$ cat src/irs_pkg.sv
package irs_pkg;

  // ****************************************************************
  // Sizes
  // ****************************************************************
  localparam int IRS_LINES    = 16;
  localparam int IRS_EXT_PINS = 6;
  localparam int IRS_SOURCES  = 8;
  localparam int IRS_SEL_W    = 8;
  localparam int IRS_ADDR_W   = 16;
  localparam int IRS_DATA_W   = 8;
  localparam int IRS_LINE_W   = 4;
  localparam int IRS_SRC_W    = 3;

  // ****************************************************************
  // I/O map
  // ****************************************************************
  localparam logic [15:0] IRS_SEL_BASE_ADDR   = 16'hEFB0;
  localparam logic [15:0] IRS_LINE1_SEL_ADDR  = 16'hEFB1;
  localparam logic [15:0] IRS_LINE3_SEL_ADDR  = 16'hEFB3;
  localparam logic [15:0] IRS_REQ_LO_ADDR     = 16'hEFC0;
  localparam logic [15:0] IRS_REQ_HI_ADDR     = 16'hEFC1;
  localparam logic [15:0] IRS_PIN_STAT_ADDR   = 16'hEFC2;
  localparam logic [15:0] IRS_SHARED_LO_ADDR  = 16'hEFC3;
  localparam logic [15:0] IRS_SHARED_HI_ADDR  = 16'hEFC4;
  localparam logic [15:0] IRS_ROUTE_ERR_ADDR  = 16'hEFC5;
  localparam logic [7:0]  IRS_SEL_RESET       = 8'h00;
  localparam logic [7:0]  IRS_RDATA_UNMAPPED  = 8'h00;

  // ****************************************************************
  // Selection register fields
  // ****************************************************************
  localparam int IRS_SEL_HI_BIT  = 7;
  localparam int IRS_SEL_LO_BIT  = 6;
  localparam int IRS_SEL_EXT_MSB = 5;
  localparam int IRS_PIN_STAT_CARD_BIT = 7;

  // ****************************************************************
  // Fixed lines
  // ****************************************************************
  localparam int IRS_LINE_TIMER0  = 0;
  localparam int IRS_LINE_CASCADE = 2;
  localparam int IRS_LINE_RTC     = 8;
  localparam int IRS_CARD_PIN     = 5;
  localparam int IRS_MIN_PIN_LINES = 5;
  localparam logic [15:0] IRS_GP_MASK = 16'hFEFA;

  // ****************************************************************
  // Internal sources
  // ****************************************************************
  localparam logic [2:0] IRS_SRC_DMA    = 3'h0;
  localparam logic [2:0] IRS_SRC_PAR    = 3'h1;
  localparam logic [2:0] IRS_SRC_LCD    = 3'h2;
  localparam logic [2:0] IRS_SRC_CARD   = 3'h3;
  localparam logic [2:0] IRS_SRC_SERIAL = 3'h4;
  localparam logic [2:0] IRS_SRC_TIMER1 = 3'h5;
  localparam logic [2:0] IRS_SRC_SUP    = 3'h6;
  localparam logic [2:0] IRS_SRC_UART   = 3'h7;

  // Lines each source may reach, indexed by source code.
  localparam logic [7:0][15:0] IRS_ALLOWED = {
    16'h8418,   // uart
    16'h2862,   // supervisory timer
    16'h5048,   // timer one output
    16'h4A22,   // three-wire serial
    16'hDEB8,   // card interface
    16'h3290,   // lcd
    16'h6EA0,   // parallel port
    16'h8480    // dma chaining
  };

  // Source behind bit 7 and bit 6 of each line's register, line 15 first.
  localparam logic [15:0][2:0] IRS_HI_SRC = {
    3'h0, 3'h4, 3'h2, 3'h2, 3'h4, 3'h7, 3'h4, 3'h0,
    3'h0, 3'h6, 3'h6, 3'h7, 3'h7, 3'h0, 3'h6, 3'h0
  };
  localparam logic [15:0][2:0] IRS_LO_SRC = {
    3'h7, 3'h5, 3'h6, 3'h5, 3'h6, 3'h0, 3'h2, 3'h0,
    3'h2, 3'h5, 3'h4, 3'h2, 3'h5, 3'h0, 3'h4, 3'h0
  };

endpackage

$ cat src/irs_sync2.sv
`timescale 1ns/100ps

module irs_sync2 #(
  parameter int WIDTH = 6
) (
  input  wire logic             clock,
  input  wire logic             rstn,
  input  wire logic [WIDTH-1:0] async_in,
  output logic      [WIDTH-1:0] sync_out
);

  logic [WIDTH-1:0] meta_reg;
  logic [WIDTH-1:0] meta_next;
  logic [WIDTH-1:0] sync_reg;
  logic [WIDTH-1:0] sync_next;

  always_comb begin
    meta_next = async_in;
    sync_next = meta_reg;
  end

  always_ff @(posedge clock or negedge rstn) begin
    if (!rstn) begin
      meta_reg <= '0;
      sync_reg <= '0;
    end else begin
      meta_reg <= meta_next;
      sync_reg <= sync_next;
    end
  end

  assign sync_out = sync_reg;

endmodule

$ cat src/irs_sel_reg.sv
`timescale 1ns/100ps

module irs_sel_reg #(
  parameter int         WIDTH = 8,
  parameter logic [7:0] RESET = 8'h00
) (
  input  wire logic             clock,
  input  wire logic             rstn,
  input  wire logic             wr_en,
  input  wire logic [WIDTH-1:0] wdata,
  output logic      [WIDTH-1:0] value
);

  logic [WIDTH-1:0] value_reg;
  logic [WIDTH-1:0] value_next;

  always_comb begin
    value_next = wr_en ? wdata : value_reg;
  end

  always_ff @(posedge clock or negedge rstn) begin
    if (!rstn) begin
      value_reg <= RESET[WIDTH-1:0];
    end else begin
      value_reg <= value_next;
    end
  end

  assign value = value_reg;

endmodule

$ cat src/irs_steering.sv
// How it works
// - Sixteen request lines are presented to the two cascaded interrupt controllers.
// - Line 0 carries timer zero tick, line 2 is cascade, line 8 the clock alarm.
// - Lines 1, 3 to 7 and 9 to 15 are general purpose, steerable lines.
// - With the card interface enabled, external pin 5 becomes the card request.
// - Each of six external pins can be steered onto any general purpose line.
// - DMA, parallel port, LCD and UART reach only their permitted line sets.
// - Card, three-wire, timer one and supervisory timer reach only permitted lines.
// - Eight distinct internal sources still leave five general lines for pins.
// - Every selection register is eight bits and resets to zero, driving nothing.
// - A one bit connects its source to the line; a zero disconnects it.
// - Several bits may be set so level sources share one line.
// - Line 1 register at EFB1: bit7 supervisory, bit6 three-wire, bits5-0 pins.
// - Line 3 register at EFB3: bit7 UART, bit6 timer one, bits5-0 pins.
// - Line 3 may also be driven by the card request under its own configuration.
`timescale 1ns/100ps

module irs_steering
  import irs_pkg::*;
#(
  parameter int LINES    = irs_pkg::IRS_LINES,
  parameter int EXT_PINS = irs_pkg::IRS_EXT_PINS
) (
  input  wire logic                          clock,
  input  wire logic                          rstn,
  input  wire logic [irs_pkg::IRS_ADDR_W-1:0] io_addr,
  input  wire logic [irs_pkg::IRS_DATA_W-1:0] io_wdata,
  input  wire logic                          io_wr,
  input  wire logic                          io_rd,
  output logic      [irs_pkg::IRS_DATA_W-1:0] io_rdata,
  output logic                               io_rd_valid,
  input  wire logic [irs_pkg::IRS_EXT_PINS-1:0] external_request_pins,
  input  wire logic                          card_enable,
  input  wire logic [irs_pkg::IRS_LINE_W-1:0] card_route_line,
  input  wire logic                          parallel_request,
  input  wire logic [irs_pkg::IRS_LINE_W-1:0] parallel_route_line,
  input  wire logic                          dma_chain_request,
  input  wire logic                          lcd_request,
  input  wire logic                          uart_request,
  input  wire logic                          serial_request,
  input  wire logic                          timer_one_output,
  input  wire logic                          supervisory_request,
  input  wire logic                          timer_zero_output,
  input  wire logic                          rtc_request,
  output logic      [irs_pkg::IRS_LINES-1:0] pic_request
);

  import irs_pkg::*;

  // ****************************************************************
  // Elaboration checks
  // ****************************************************************
  // The routing tables are sized for exactly sixteen lines and six pins.
  if (LINES != IRS_LINES || EXT_PINS != IRS_EXT_PINS) begin : g_bad_size
    $error("irs_steering supports only sixteen lines and six external pins");
  end

  // Selection writes pass io_wdata straight into a register, so the widths must agree.
  if (IRS_SEL_W != IRS_DATA_W) begin : g_bad_sel_width
    $error("irs_steering needs selection registers as wide as the data bus");
  end

  // Bits five to zero map one to one onto the pins, below the two source bits.
  if (IRS_SEL_EXT_MSB + 1 != EXT_PINS || IRS_SEL_LO_BIT <= IRS_SEL_EXT_MSB) begin : g_bad_field
    $error("irs_steering pin field does not fit the selection register");
  end

  // With every source on a line of its own, enough lines must stay free for the pins.
  if ($countones(IRS_GP_MASK) < IRS_SOURCES + IRS_MIN_PIN_LINES) begin : g_bad_spare
    $error("irs_steering leaves too few general lines for the pins");
  end

  // ****************************************************************
  // Helpers
  // ****************************************************************
  function automatic logic src_may_reach(input logic [2:0] src, input int line);
    src_may_reach = IRS_ALLOWED[src][line];
  endfunction

  // Route zero means unused; line zero is fixed, so it can never match.
  function automatic logic route_hits(input logic [3:0] route, input logic [2:0] src,
                                      input int line);
    route_hits = (route == line[3:0]) && src_may_reach(src, line) && IRS_GP_MASK[line];
  endfunction

  // At most ten drivers: six pins, two register sources and two routed ports.
  function automatic logic [3:0] count_ones(input logic [9:0] vec);
    logic [3:0] acc;
    acc = 4'h0;
    for (int i = 0; i < 10; i++) begin
      acc = acc + {3'h0, vec[i]};
    end
    count_ones = acc;
  endfunction

  function automatic logic route_bad(input logic [3:0] route, input logic [2:0] src);
    route_bad = (route != 4'h0) && !IRS_ALLOWED[src][route];
  endfunction

  // ****************************************************************
  // Pin synchronisation
  // ****************************************************************
  // Pins reach the lines three edges after they move: two sync stages and the output flop.
  logic [IRS_EXT_PINS-1:0] pins_sync;

  irs_sync2 #(
    .WIDTH (IRS_EXT_PINS)
  ) u_pin_sync (
    .clock    (clock),
    .rstn     (rstn),
    .async_in (external_request_pins),
    .sync_out (pins_sync)
  );

  // ****************************************************************
  // Selection registers
  // ****************************************************************
  logic [IRS_LINES-1:0]                sel_wr;
  logic [IRS_LINES-1:0][IRS_SEL_W-1:0] sel_value;
  logic                                sel_window;
  logic [3:0]                          sel_index;

  always_comb begin
    sel_window = (io_addr[15:4] == IRS_SEL_BASE_ADDR[15:4]);
    sel_index  = io_addr[3:0];
    sel_wr     = '0;
    if (io_wr && sel_window && IRS_GP_MASK[sel_index]) begin
      sel_wr[sel_index] = 1'b1;
    end
  end

  // Fixed lines get no register, so writes to their slots are dropped silently.
  for (genvar g = 0; g < IRS_LINES; g++) begin : g_sel
    if (IRS_GP_MASK[g]) begin : g_gp
      irs_sel_reg #(
        .WIDTH (IRS_SEL_W),
        .RESET (IRS_SEL_RESET)
      ) u_sel (
        .clock (clock),
        .rstn  (rstn),
        .wr_en (sel_wr[g]),
        .wdata (io_wdata),
        .value (sel_value[g])
      );
    end else begin : g_fixed
      assign sel_value[g] = IRS_SEL_RESET;
    end
  end

  // ****************************************************************
  // Source gathering
  // ****************************************************************
  // Internal sources already run on this clock, so they need no synchroniser.
  logic [IRS_SOURCES-1:0]  src_level;
  logic [IRS_EXT_PINS-1:0] pins_general;

  always_comb begin
    src_level = '0;
    src_level[IRS_SRC_DMA]    = dma_chain_request;
    src_level[IRS_SRC_PAR]    = parallel_request;
    src_level[IRS_SRC_LCD]    = lcd_request;
    src_level[IRS_SRC_CARD]   = card_enable & pins_sync[IRS_CARD_PIN];
    src_level[IRS_SRC_SERIAL] = serial_request;
    src_level[IRS_SRC_TIMER1] = timer_one_output;
    src_level[IRS_SRC_SUP]    = supervisory_request;
    src_level[IRS_SRC_UART]   = uart_request;
    pins_general = pins_sync;
    // A card-owned pin must not also appear as a general request.
    pins_general[IRS_CARD_PIN] = pins_sync[IRS_CARD_PIN] & ~card_enable;
  end

  // ****************************************************************
  // Steering
  // ****************************************************************
  // Registered lines keep decode glitches away from edge-sensitive controller inputs.
  logic [IRS_LINES-1:0] req_reg;
  logic [IRS_LINES-1:0] req_next;
  logic [IRS_LINES-1:0] shared_reg;
  logic [IRS_LINES-1:0] shared_next;
  logic [1:0]           route_err_reg;
  logic [1:0]           route_err_next;

  always_comb begin
    logic [2:0] hi_src;
    logic [2:0] lo_src;
    logic [9:0] drivers;
    hi_src   = 3'h0;
    lo_src   = 3'h0;
    drivers  = '0;
    req_next = '0;
    shared_next = '0;
    for (int l = 0; l < IRS_LINES; l++) begin
      hi_src  = IRS_HI_SRC[l];
      lo_src  = IRS_LO_SRC[l];
      drivers = '0;
      if (IRS_GP_MASK[l]) begin
        drivers[5:0] = sel_value[l][IRS_SEL_EXT_MSB:0] & pins_general;
        drivers[6]   = sel_value[l][IRS_SEL_LO_BIT] & src_level[lo_src]
                       & src_may_reach(lo_src, l);
        drivers[7]   = sel_value[l][IRS_SEL_HI_BIT] & src_level[hi_src]
                       & src_may_reach(hi_src, l);
        drivers[8]   = src_level[IRS_SRC_CARD]
                       & route_hits(card_route_line, IRS_SRC_CARD, l);
        drivers[9]   = src_level[IRS_SRC_PAR]
                       & route_hits(parallel_route_line, IRS_SRC_PAR, l);
        req_next[l]  = |drivers;
        // Counting drivers lets software spot two edge sources on one line.
        shared_next[l] = (count_ones(drivers) > 4'h1);
      end
    end
    // Fixed lines bypass the steering entirely.
    req_next[IRS_LINE_TIMER0]  = timer_zero_output;
    req_next[IRS_LINE_CASCADE] = 1'b0;
    req_next[IRS_LINE_RTC]     = rtc_request;
    // A route outside its permitted set never drives; software can read the flag.
    route_err_next = {route_bad(parallel_route_line, IRS_SRC_PAR),
                      route_bad(card_route_line, IRS_SRC_CARD)};
  end

  always_ff @(posedge clock or negedge rstn) begin
    if (!rstn) begin
      req_reg       <= '0;
      shared_reg    <= '0;
      route_err_reg <= '0;
    end else begin
      req_reg       <= req_next;
      shared_reg    <= shared_next;
      route_err_reg <= route_err_next;
    end
  end

  // Lines change only on a clock edge, one cycle after internal sources and three edges after the pins.
  assign pic_request = req_reg;

  // ****************************************************************
  // Register read
  // ****************************************************************
  // The sharing flags only report; edge-mode conflicts are software's to avoid.
  // A read in the same cycle as a write returns the old register value.
  // Unmapped reads answer zero with no valid, so a stray read cannot pass for data.
  logic [IRS_DATA_W-1:0] rdata_reg;
  logic [IRS_DATA_W-1:0] rdata_next;
  logic                  rvalid_reg;
  logic                  rvalid_next;

  always_comb begin
    rdata_next  = IRS_RDATA_UNMAPPED;
    rvalid_next = 1'b0;
    if (io_rd) begin
      if (sel_window && IRS_GP_MASK[sel_index]) begin
        rdata_next  = sel_value[sel_index];
        rvalid_next = 1'b1;
      end else begin
        case (io_addr)
          IRS_REQ_LO_ADDR: begin
            rdata_next  = req_reg[7:0];
            rvalid_next = 1'b1;
          end
          IRS_REQ_HI_ADDR: begin
            rdata_next  = req_reg[15:8];
            rvalid_next = 1'b1;
          end
          IRS_PIN_STAT_ADDR: begin
            rdata_next = {card_enable, 1'b0, pins_sync};
            rvalid_next = 1'b1;
          end
          IRS_SHARED_LO_ADDR: begin
            rdata_next  = shared_reg[7:0];
            rvalid_next = 1'b1;
          end
          IRS_SHARED_HI_ADDR: begin
            rdata_next  = shared_reg[15:8];
            rvalid_next = 1'b1;
          end
          IRS_ROUTE_ERR_ADDR: begin
            rdata_next  = {6'h00, route_err_reg};
            rvalid_next = 1'b1;
          end
          default: begin
            rdata_next  = IRS_RDATA_UNMAPPED;
            rvalid_next = 1'b0;
          end
        endcase
      end
    end
  end

  always_ff @(posedge clock or negedge rstn) begin
    if (!rstn) begin
      rdata_reg  <= IRS_RDATA_UNMAPPED;
      rvalid_reg <= 1'b0;
    end else begin
      rdata_reg  <= rdata_next;
      rvalid_reg <= rvalid_next;
    end
  end

  assign io_rdata    = rdata_reg;
  assign io_rd_valid = rvalid_reg;

endmodule

$ cat config.mk
export PLATFORM = sky130hd
export DESIGN_NAME = irs_steering
export DESIGN_NICKNAME = d
export VERILOG_FILES = /design/src/irs_pkg.sv /design/src/irs_sync2.sv /design/src/irs_sel_reg.sv /design/src/irs_steering.sv
export SDC_FILE = /design/constraint.sdc
export NUM_CORES = 1
export LEC_CHECK = 0
export ABC_AREA = 1
export BUFFER_PORTS_ARGS = -buffer_cell sky130_fd_sc_hd__buf_2
export CORE_MARGIN = 2
export CORE_UTILIZATION = 37
export DETAILED_ROUTE_END_ITERATION = 7
export GPL_TIMING_DRIVEN = 0
export PLACE_DENSITY = 0.55
export SLEW_MARGIN = 20
export SYNTH_ARGS = -nofsm -noshare
export SYNTH_HDL_FRONTEND = slang
export SYNTH_SLANG_ARGS = --single-unit
$ cat constraint.sdc
create_clock -name clock -period 4.8 [get_ports clock]
set_input_delay 0.48 -clock clock [delete_from_list [all_inputs] [get_ports clock]]
set_output_delay 0.48 -clock clock [all_outputs]
set_load 0.05 [all_outputs]
# == Word level (Yosys, flattened, before mapping) ==
# Memories as Yosys holds them, arrays and structs flattened.
# Cells that the tools add are included.
# classes
eq_ne,24
mux,14
n_reduce_logical,24
add_sub_neg,108
order_cmp,17
bitwise,59
# ops
operator,count
$add A4 B1 Y4,71
$eq A16 B16 Y1 const B,6
$and A6 B6 Y6,13
$reduce_or A10 Y1,6
$gt A4 B1 Y1 const B,13
$add A3 B1 Y4,12
$pmux W8 S6,1
$and A1 B1 Y1,45
$reduce_or A9 Y1,5
$eq A4 B4 Y1 const B,11
$add A2 B1 Y3,12
$bmux W8 S4,1
$add A1 B1 Y2,13
$mux W8,3
$eq A4 B3 Y1 const B,5
$mux W16,1
$reduce_or A8 Y1,2
$lt A4 B5 Y1 const B,3
$eq A12 B12 Y1 const B,1
$reduce_bool A4 Y1,2
$mux W1,7
$logic_and A1 B1 Y1,6
$reduce_or A6 Y1,1
$demux W1 S4,1
other kinds (4),5
# word_totals
romBits,48
out_inout_bits,25
wordCells,269
n_memories,3
register_bits,155
# memory_table
memory,depth,width,read_ports,rd_ports_with_merged_regs,wr,line,rtl
(name not given),16,1,1,0,0,irs_steering.sv:97,route_bad = (route != 4'h0) && !IRS_ALLOWED[src][route];
(name not given),16,1,1,0,0,irs_steering.sv:97,
(name not given),16,1,1,0,0,irs_steering.sv:250,if (sel_window && IRS_GP_MASK[sel_index]) begin

# == Depth between registers and ports, before layout ==
# logic_depth
word_depth,13
ltp_mapped,16
depth_no_buf,16

# == Hierarchy ==
# From an unflattened synthesis, not the netlist that was laid out.
# unflattened
cells_unflattened,1498
area_unflattened_um2,11150.7
# modules_own_cells
mod,cells_each,area_per_inst_um2,instances
irs_steering,1044,6881.6,1
irs_sel_reg,34,305.3,13
irs_sync2,12,300.3,1

# == Worst setup path after synthesis ==
# Ideal clock, no wire load.
# synth_path
path_type,input -> register
startpoint,in card_enable
endpoint,reg shared_reg[15]
stages,14
n_path_buf,0
slack_ns,1.204
arrival_time_ns,3.469
t_required_ns,4.673
path_cell_list,nor2_1 inv_1 nor2_1 fa_1 inv_1 fa_1 fa_1 inv_1 ha_1 inv_1 fa_1 nor3_1 a22o_1 nand3b_1
# synth_between
elab_chain_cells,8
word_cells_on_any_way,10
cone_classes,add/sub: 4; order compare: 1; bitwise: 5
# synth_lines
element,line,rtl
from (decl),irs_steering.sv:33,"input wire logic card_enable,"
$not A1 Y1,irs_steering.sv:169,pins_general[IRS_CARD_PIN] = pins_sync[IRS_CARD_PIN] & ~card_enable;
$and A1 B1 Y1,irs_steering.sv:169,
$and A6 B6 Y6,irs_steering.sv:197,drivers[5:0] = sel_value[l][IRS_SEL_EXT_MSB:0] & pins_general;
$add A4 B1 Y4 (3 in series),irs_steering.sv:91,"acc = acc + {3'h0, vec[i]};"
$add A4 B1 Y4 *,irs_steering.sv:91,
$gt A4 B1 Y1 *,irs_steering.sv:208,shared_next[l] = (count_ones(drivers) > 4'h1);
via shared_next[15],irs_steering.sv:179,logic [IRS_LINES-1:0] shared_next;
to (signal assigned),irs_steering.sv:227,shared_reg <= shared_next;
to (decl),irs_steering.sv:178,logic [IRS_LINES-1:0] shared_reg;
# The timed path passes the listed nets; every way through them passes the cells marked *.
# A chain may end at the register's enable or synchronous reset.

# == Worst setup path in the final report ==
# layout_path
startpoint,"reg u_pin_sync.sync_reg[1], in the netlist u_pin_sync.sync_out[1]"
endpoint,reg shared_reg[12]
# layout_between
elab_chain_cells,10
# layout_lines
element,line,rtl
from (decl),irs_sync2.sv:14,logic [WIDTH-1:0] sync_reg;
from (signal assigned),irs_sync2.sv:28,sync_reg <= sync_next;
$and A6 B6 Y6,irs_steering.sv:197,
$add A1 B1 Y2,irs_steering.sv:91,
$add A2 B1 Y3,irs_steering.sv:91,
$add A3 B1 Y4,irs_steering.sv:91,
$add A4 B1 Y4 (5 in series),irs_steering.sv:91,
$gt A4 B1 Y1,irs_steering.sv:208,
via shared_next[12],irs_steering.sv:179,
# The timed path passes the listed nets, and every way through them passes these cells.

==> results.sh <==
export IMPL_critPathMostFrequentCell="fa_1"
export IMPL_htreeDepth=4
export IMPL_grt_antenna_before_repair=0
export IMPL_core_area_mm2=0.0287
export IMPL_row_count=62
export IMPL_whs_ps=140
export IMPL_crit_buf_inv=3
export IMPL_syn2layout_area_growth_pct=14.4
export IMPL_ant_nets=0
export IMPL_clkLatencyLatePin_ps=440
export IMPL_max_vdd_ir_drop_uv=252
export IMPL_max_stage_delay_ps=780
export IMPL_intPower_mw=2.27
export IMPL_hold_end="u_pin_sync.meta_reg[0]$_DFF_PN0_"
export IMPL_largest_reg_flops=104
export IMPL_vias_per_cell=5.00
export IMPL_grt_pass1_vias=9545
export IMPL_synthesis_area_mm2=0.0108
export IMPL_diodes=0
export IMPL_synth_top_flop_cell="dfrtp_1"
export IMPL_crit_fanout=10
export IMPL_grtUsageTotal=0.252
export IMPL_synthCells=1395
export IMPL_r2r_start="u_pin_sync.sync_out[1]$_DFF_PN0_"
export IMPL_seq_area_mm2=0.00388
export IMPL_p_comb_frac=0.092
export IMPL_p_leak_nw=6.56
export IMPL_p_per_area_mw_per_mm2=252
export IMPL_synth_avg_cell_area_um2=7.74
export IMPL_grt_pass1_wl_um=57000
export IMPL_slowest_stage="clkbuf_1"
export IMPL_clkSinkCount=155
export IMPL_yosysSeqAreaShare=0.359
export IMPL_holdCritPathClass="input port to register"
export IMPL_synth_edf_count=0
export IMPL_dp_hpwl_um=28400
export IMPL_switching_share=0.268
export IMPL_drt_total_wl_um=36800
export IMPL_power_switching_mw=0.833
export IMPL_async_reset_ff_frac=1.00
export IMPL_setup_violations=0
export IMPL_die_area_mm2=0.0305
export IMPL_clock_power_share=0.481
export IMPL_ys_ff_latch=155
export IMPL_ctsLongestPathBuffers=2
export IMPL_pre_cts_ws_ps=277
export IMPL_fmaxAchievable_mhz=217
export IMPL_path_cells="clkbuf_1 > nand2_1 > fa_1 > fa_1 > fa_1 > inv_1 > fa_1 > inv_1 > fa_1 > o211ai_1"
export IMPL_ys_types=36
export IMPL_grt_max_degree=94
export IMPL_slew_violations=0
export IMPL_holdPathStages=1
export IMPL_yosysWarnings=0
export IMPL_drc_errors=0
export IMPL_status="completed"
export IMPL_ctsHoldBuffers=1
export IMPL_overflow=0
export IMPL_crit_family="adder cells"
export IMPL_die_w_um=175
export IMPL_cts_repair_resized=0
export IMPL_crit_arrival_ps=4880
export IMPL_io_buffer_count=73
export IMPL_max_slew_margin=0.301
export IMPL_period_share=0.959
export IMPL_rsz0062_at_grt="false"
export IMPL_power_frac_seq=0.427
export IMPL_cts_clk_slew_worst_paths_ps=70
export IMPL_io_pins=77
export IMPL_final_layout_size_suffix_gt1_frac=0.114
export IMPL_drtPass1Iterations=7
export IMPL_cts_root_buffer="clkbuf_16"
export IMPL_critPathRequiredTime_ps=5080
export IMPL_fill_cells=3002
export IMPL_final_area_mm2=0.0123
export IMPL_numCtsBuffers=17
export IMPL_start_util=0.376
export IMPL_crit_path_start_kind="register"
export IMPL_place_area_mm2=0.0117
export IMPL_p_total_mw=3.11
export IMPL_post_cts_buffers=0
export IMPL_tightest_slew_ps=1050
export IMPL_fin_nets=1663
export IMPL_cts_tree="done"
export IMPL_syn_nets=1568
export IMPL_fin_skew_ps=7.57
export IMPL_rr_worst_depth=10
export IMPL_multiInputGateArea_mm2=0.00586
export IMPL_hold_start="external_request_pins[0]"
export IMPL_fin_util=0.430
export IMPL_hold_violations=0
export IMPL_finalCriticalPeriod_ps=4600
export IMPL_die_h_um=175
export IMPL_timing_final_ws_setup_ps=198
export IMPL_wl_per_cell_um=19.5
export IMPL_r2r_slack_ps=200
export IMPL_end_kind="register"
export IMPL_vias=9436
export IMPL_routabilityCongestion=0.927
export IMPL_maxCapViolCount=0
export IMPL_initialDrtViolationCount=936
export IMPL_critical_path_class="register to register"
export IMPL_reg2reg_to="shared_reg[12]$_DFF_PN0_"
-- cell usage in the layout, fill, tap and decap left out, types with 2 or more instances in the layout --
master / netlist / layout
nor3_1: 20 / 20
buf_4: 2 / 2
buf_6: 3 / 3
buf_2: 21 / 93
bufinv_16: 0 / 4
inv_1: 213 / 213
or2_2: 8 / 8
o21ai_1: 36 / 36
clkinvlp_4: 0 / 4
nand3_4: 10 / 10
a31o_2: 3 / 3
dfrtp_1: 155 / 155
a21oi_1: 12 / 12
o22ai_1: 2 / 2
buf_16: 0 / 2
inv_2: 5 / 5
inv_6: 0 / 3
nand3b_1: 2 / 2
clkbuf_1: 21 / 22
buf_1: 2 / 2
o211ai_1: 9 / 9
nand2_2: 4 / 4
clkbuf_16: 0 / 17
o21ai_0: 78 / 78
fa_1: 69 / 69
nand4_1: 13 / 13
nand3_1: 71 / 71
nand2_1: 445 / 445
ha_1: 52 / 52
nor2_2: 5 / 6
nor2_1: 124 / 123
-- power groups by stage --
stage                     Sequential (mW)  Combinational [mW]  Clock [mW]
after floorplan                      1.35               0.122           0
after global placement               1.35               0.275           0
after detailed placement             1.35               0.281           0
after CTS                            1.33               0.284        1.50
after global routing                 1.33               0.308        1.55
final                                1.33               0.286        1.49
-- stage by stage --
| step | TNS (ps) | std cells |
|---|---|---|
| floorplan | 0 | 1395 |
| global placement | -149 | 1852 |
| detailed placement | 0 | 1854 |
| CTS | 0 | 1886 |
| global route | 0 | 1886 |
| finish | 0 | 1886 |
-- cells in the mapped netlist (2+ instances only) --
cell type | n | area, um2
nand3_4 | 10 | 175
inv_2 | 5 | 18.8
nand2_1 | 445 | 1670
nor3_1 | 20 | 100
ha_1 | 52 | 651
buf_6 | 3 | 33.8
buf_2 | 21 | 105
buf_1 | 2 | 7.51
nand2_2 | 4 | 25.0
o21ai_0 | 78 | 390
o211ai_1 | 9 | 67.6
clkbuf_1 | 21 | 78.8
buf_4 | 2 | 15.0
o21ai_1 | 36 | 180
inv_1 | 213 | 800
nand4_1 | 13 | 81.3
o22ai_1 | 2 | 12.5
nand3b_1 | 2 | 15.0
dfrtp_1 | 155 | 3880
a31o_2 | 3 | 26.3
nand3_1 | 71 | 355
fa_1 | 69 | 1380
a21oi_1 | 12 | 60.1
nor2_2 | 5 | 31.3
nor2_1 | 124 | 465
or2_2 | 8 | 50.1
-- worst max-delay path by stage --
stage / from / to / slack, ps / cells past startpoint
final: u_pin_sync.sync_out[1]$_DFF_PN0_ / shared_reg[12]$_DFF_PN0_ / 200 / 10
after global routing: u_pin_sync.sync_out[1]$_DFF_PN0_ / shared_reg[12]$_DFF_PN0_ / 60 / 10
after CTS: u_pin_sync.sync_out[1]$_DFF_PN0_ / shared_reg[12]$_DFF_PN0_ / 260 / 10
after detailed placement: card_enable / shared_reg[15]$_DFF_PN0_ / 280 / 15
after global placement: card_enable / shared_reg[15]$_DFF_PN0_ / -120 / 15
after floorplan: card_enable / shared_reg[15]$_DFF_PN0_ / 1200 / 14
-- cell type report --
cell class,count,area share
Clock buffer,19,0.0359
Sequential cell,155,0.314
Inverter,218,0.0663
Timing Repair Buffer,76,0.0357
Clock inverter,12,0.0152
Tap cell,384,0.0389
Buffer,49,0.0195
Multi-Input combinational cell,973,0.474
-- metal layers --
layer	vias to the layer above	wire length, um	global-route usage
li1	4476	-	-
met4	0	1080	0.0837
met1	4562	16200	0.344
met2	339	16900	0.407
met3	59	2520	0.0422
met5	-	0	0
-- kinds of logic (layout without fill, tap and decap cells) --
| family | after synthesis | count (layout) | synth area share |
|---|---|---|---|
| simple gates | 706 | 706 | 0.282 |
| buf+inv | 267 | 374 | 0.0981 |
| flops | 155 | 155 | 0.359 |
| compound gates | 144 | 144 | 0.0715 |
| fa+ha+maj | 121 | 121 | 0.188 |
| other cells | 1 | 1 | 0.000347 |
| xor+xnor | 1 | 1 | 0.000812 |
Note: power is estimated with default switching activity, not from simulation.
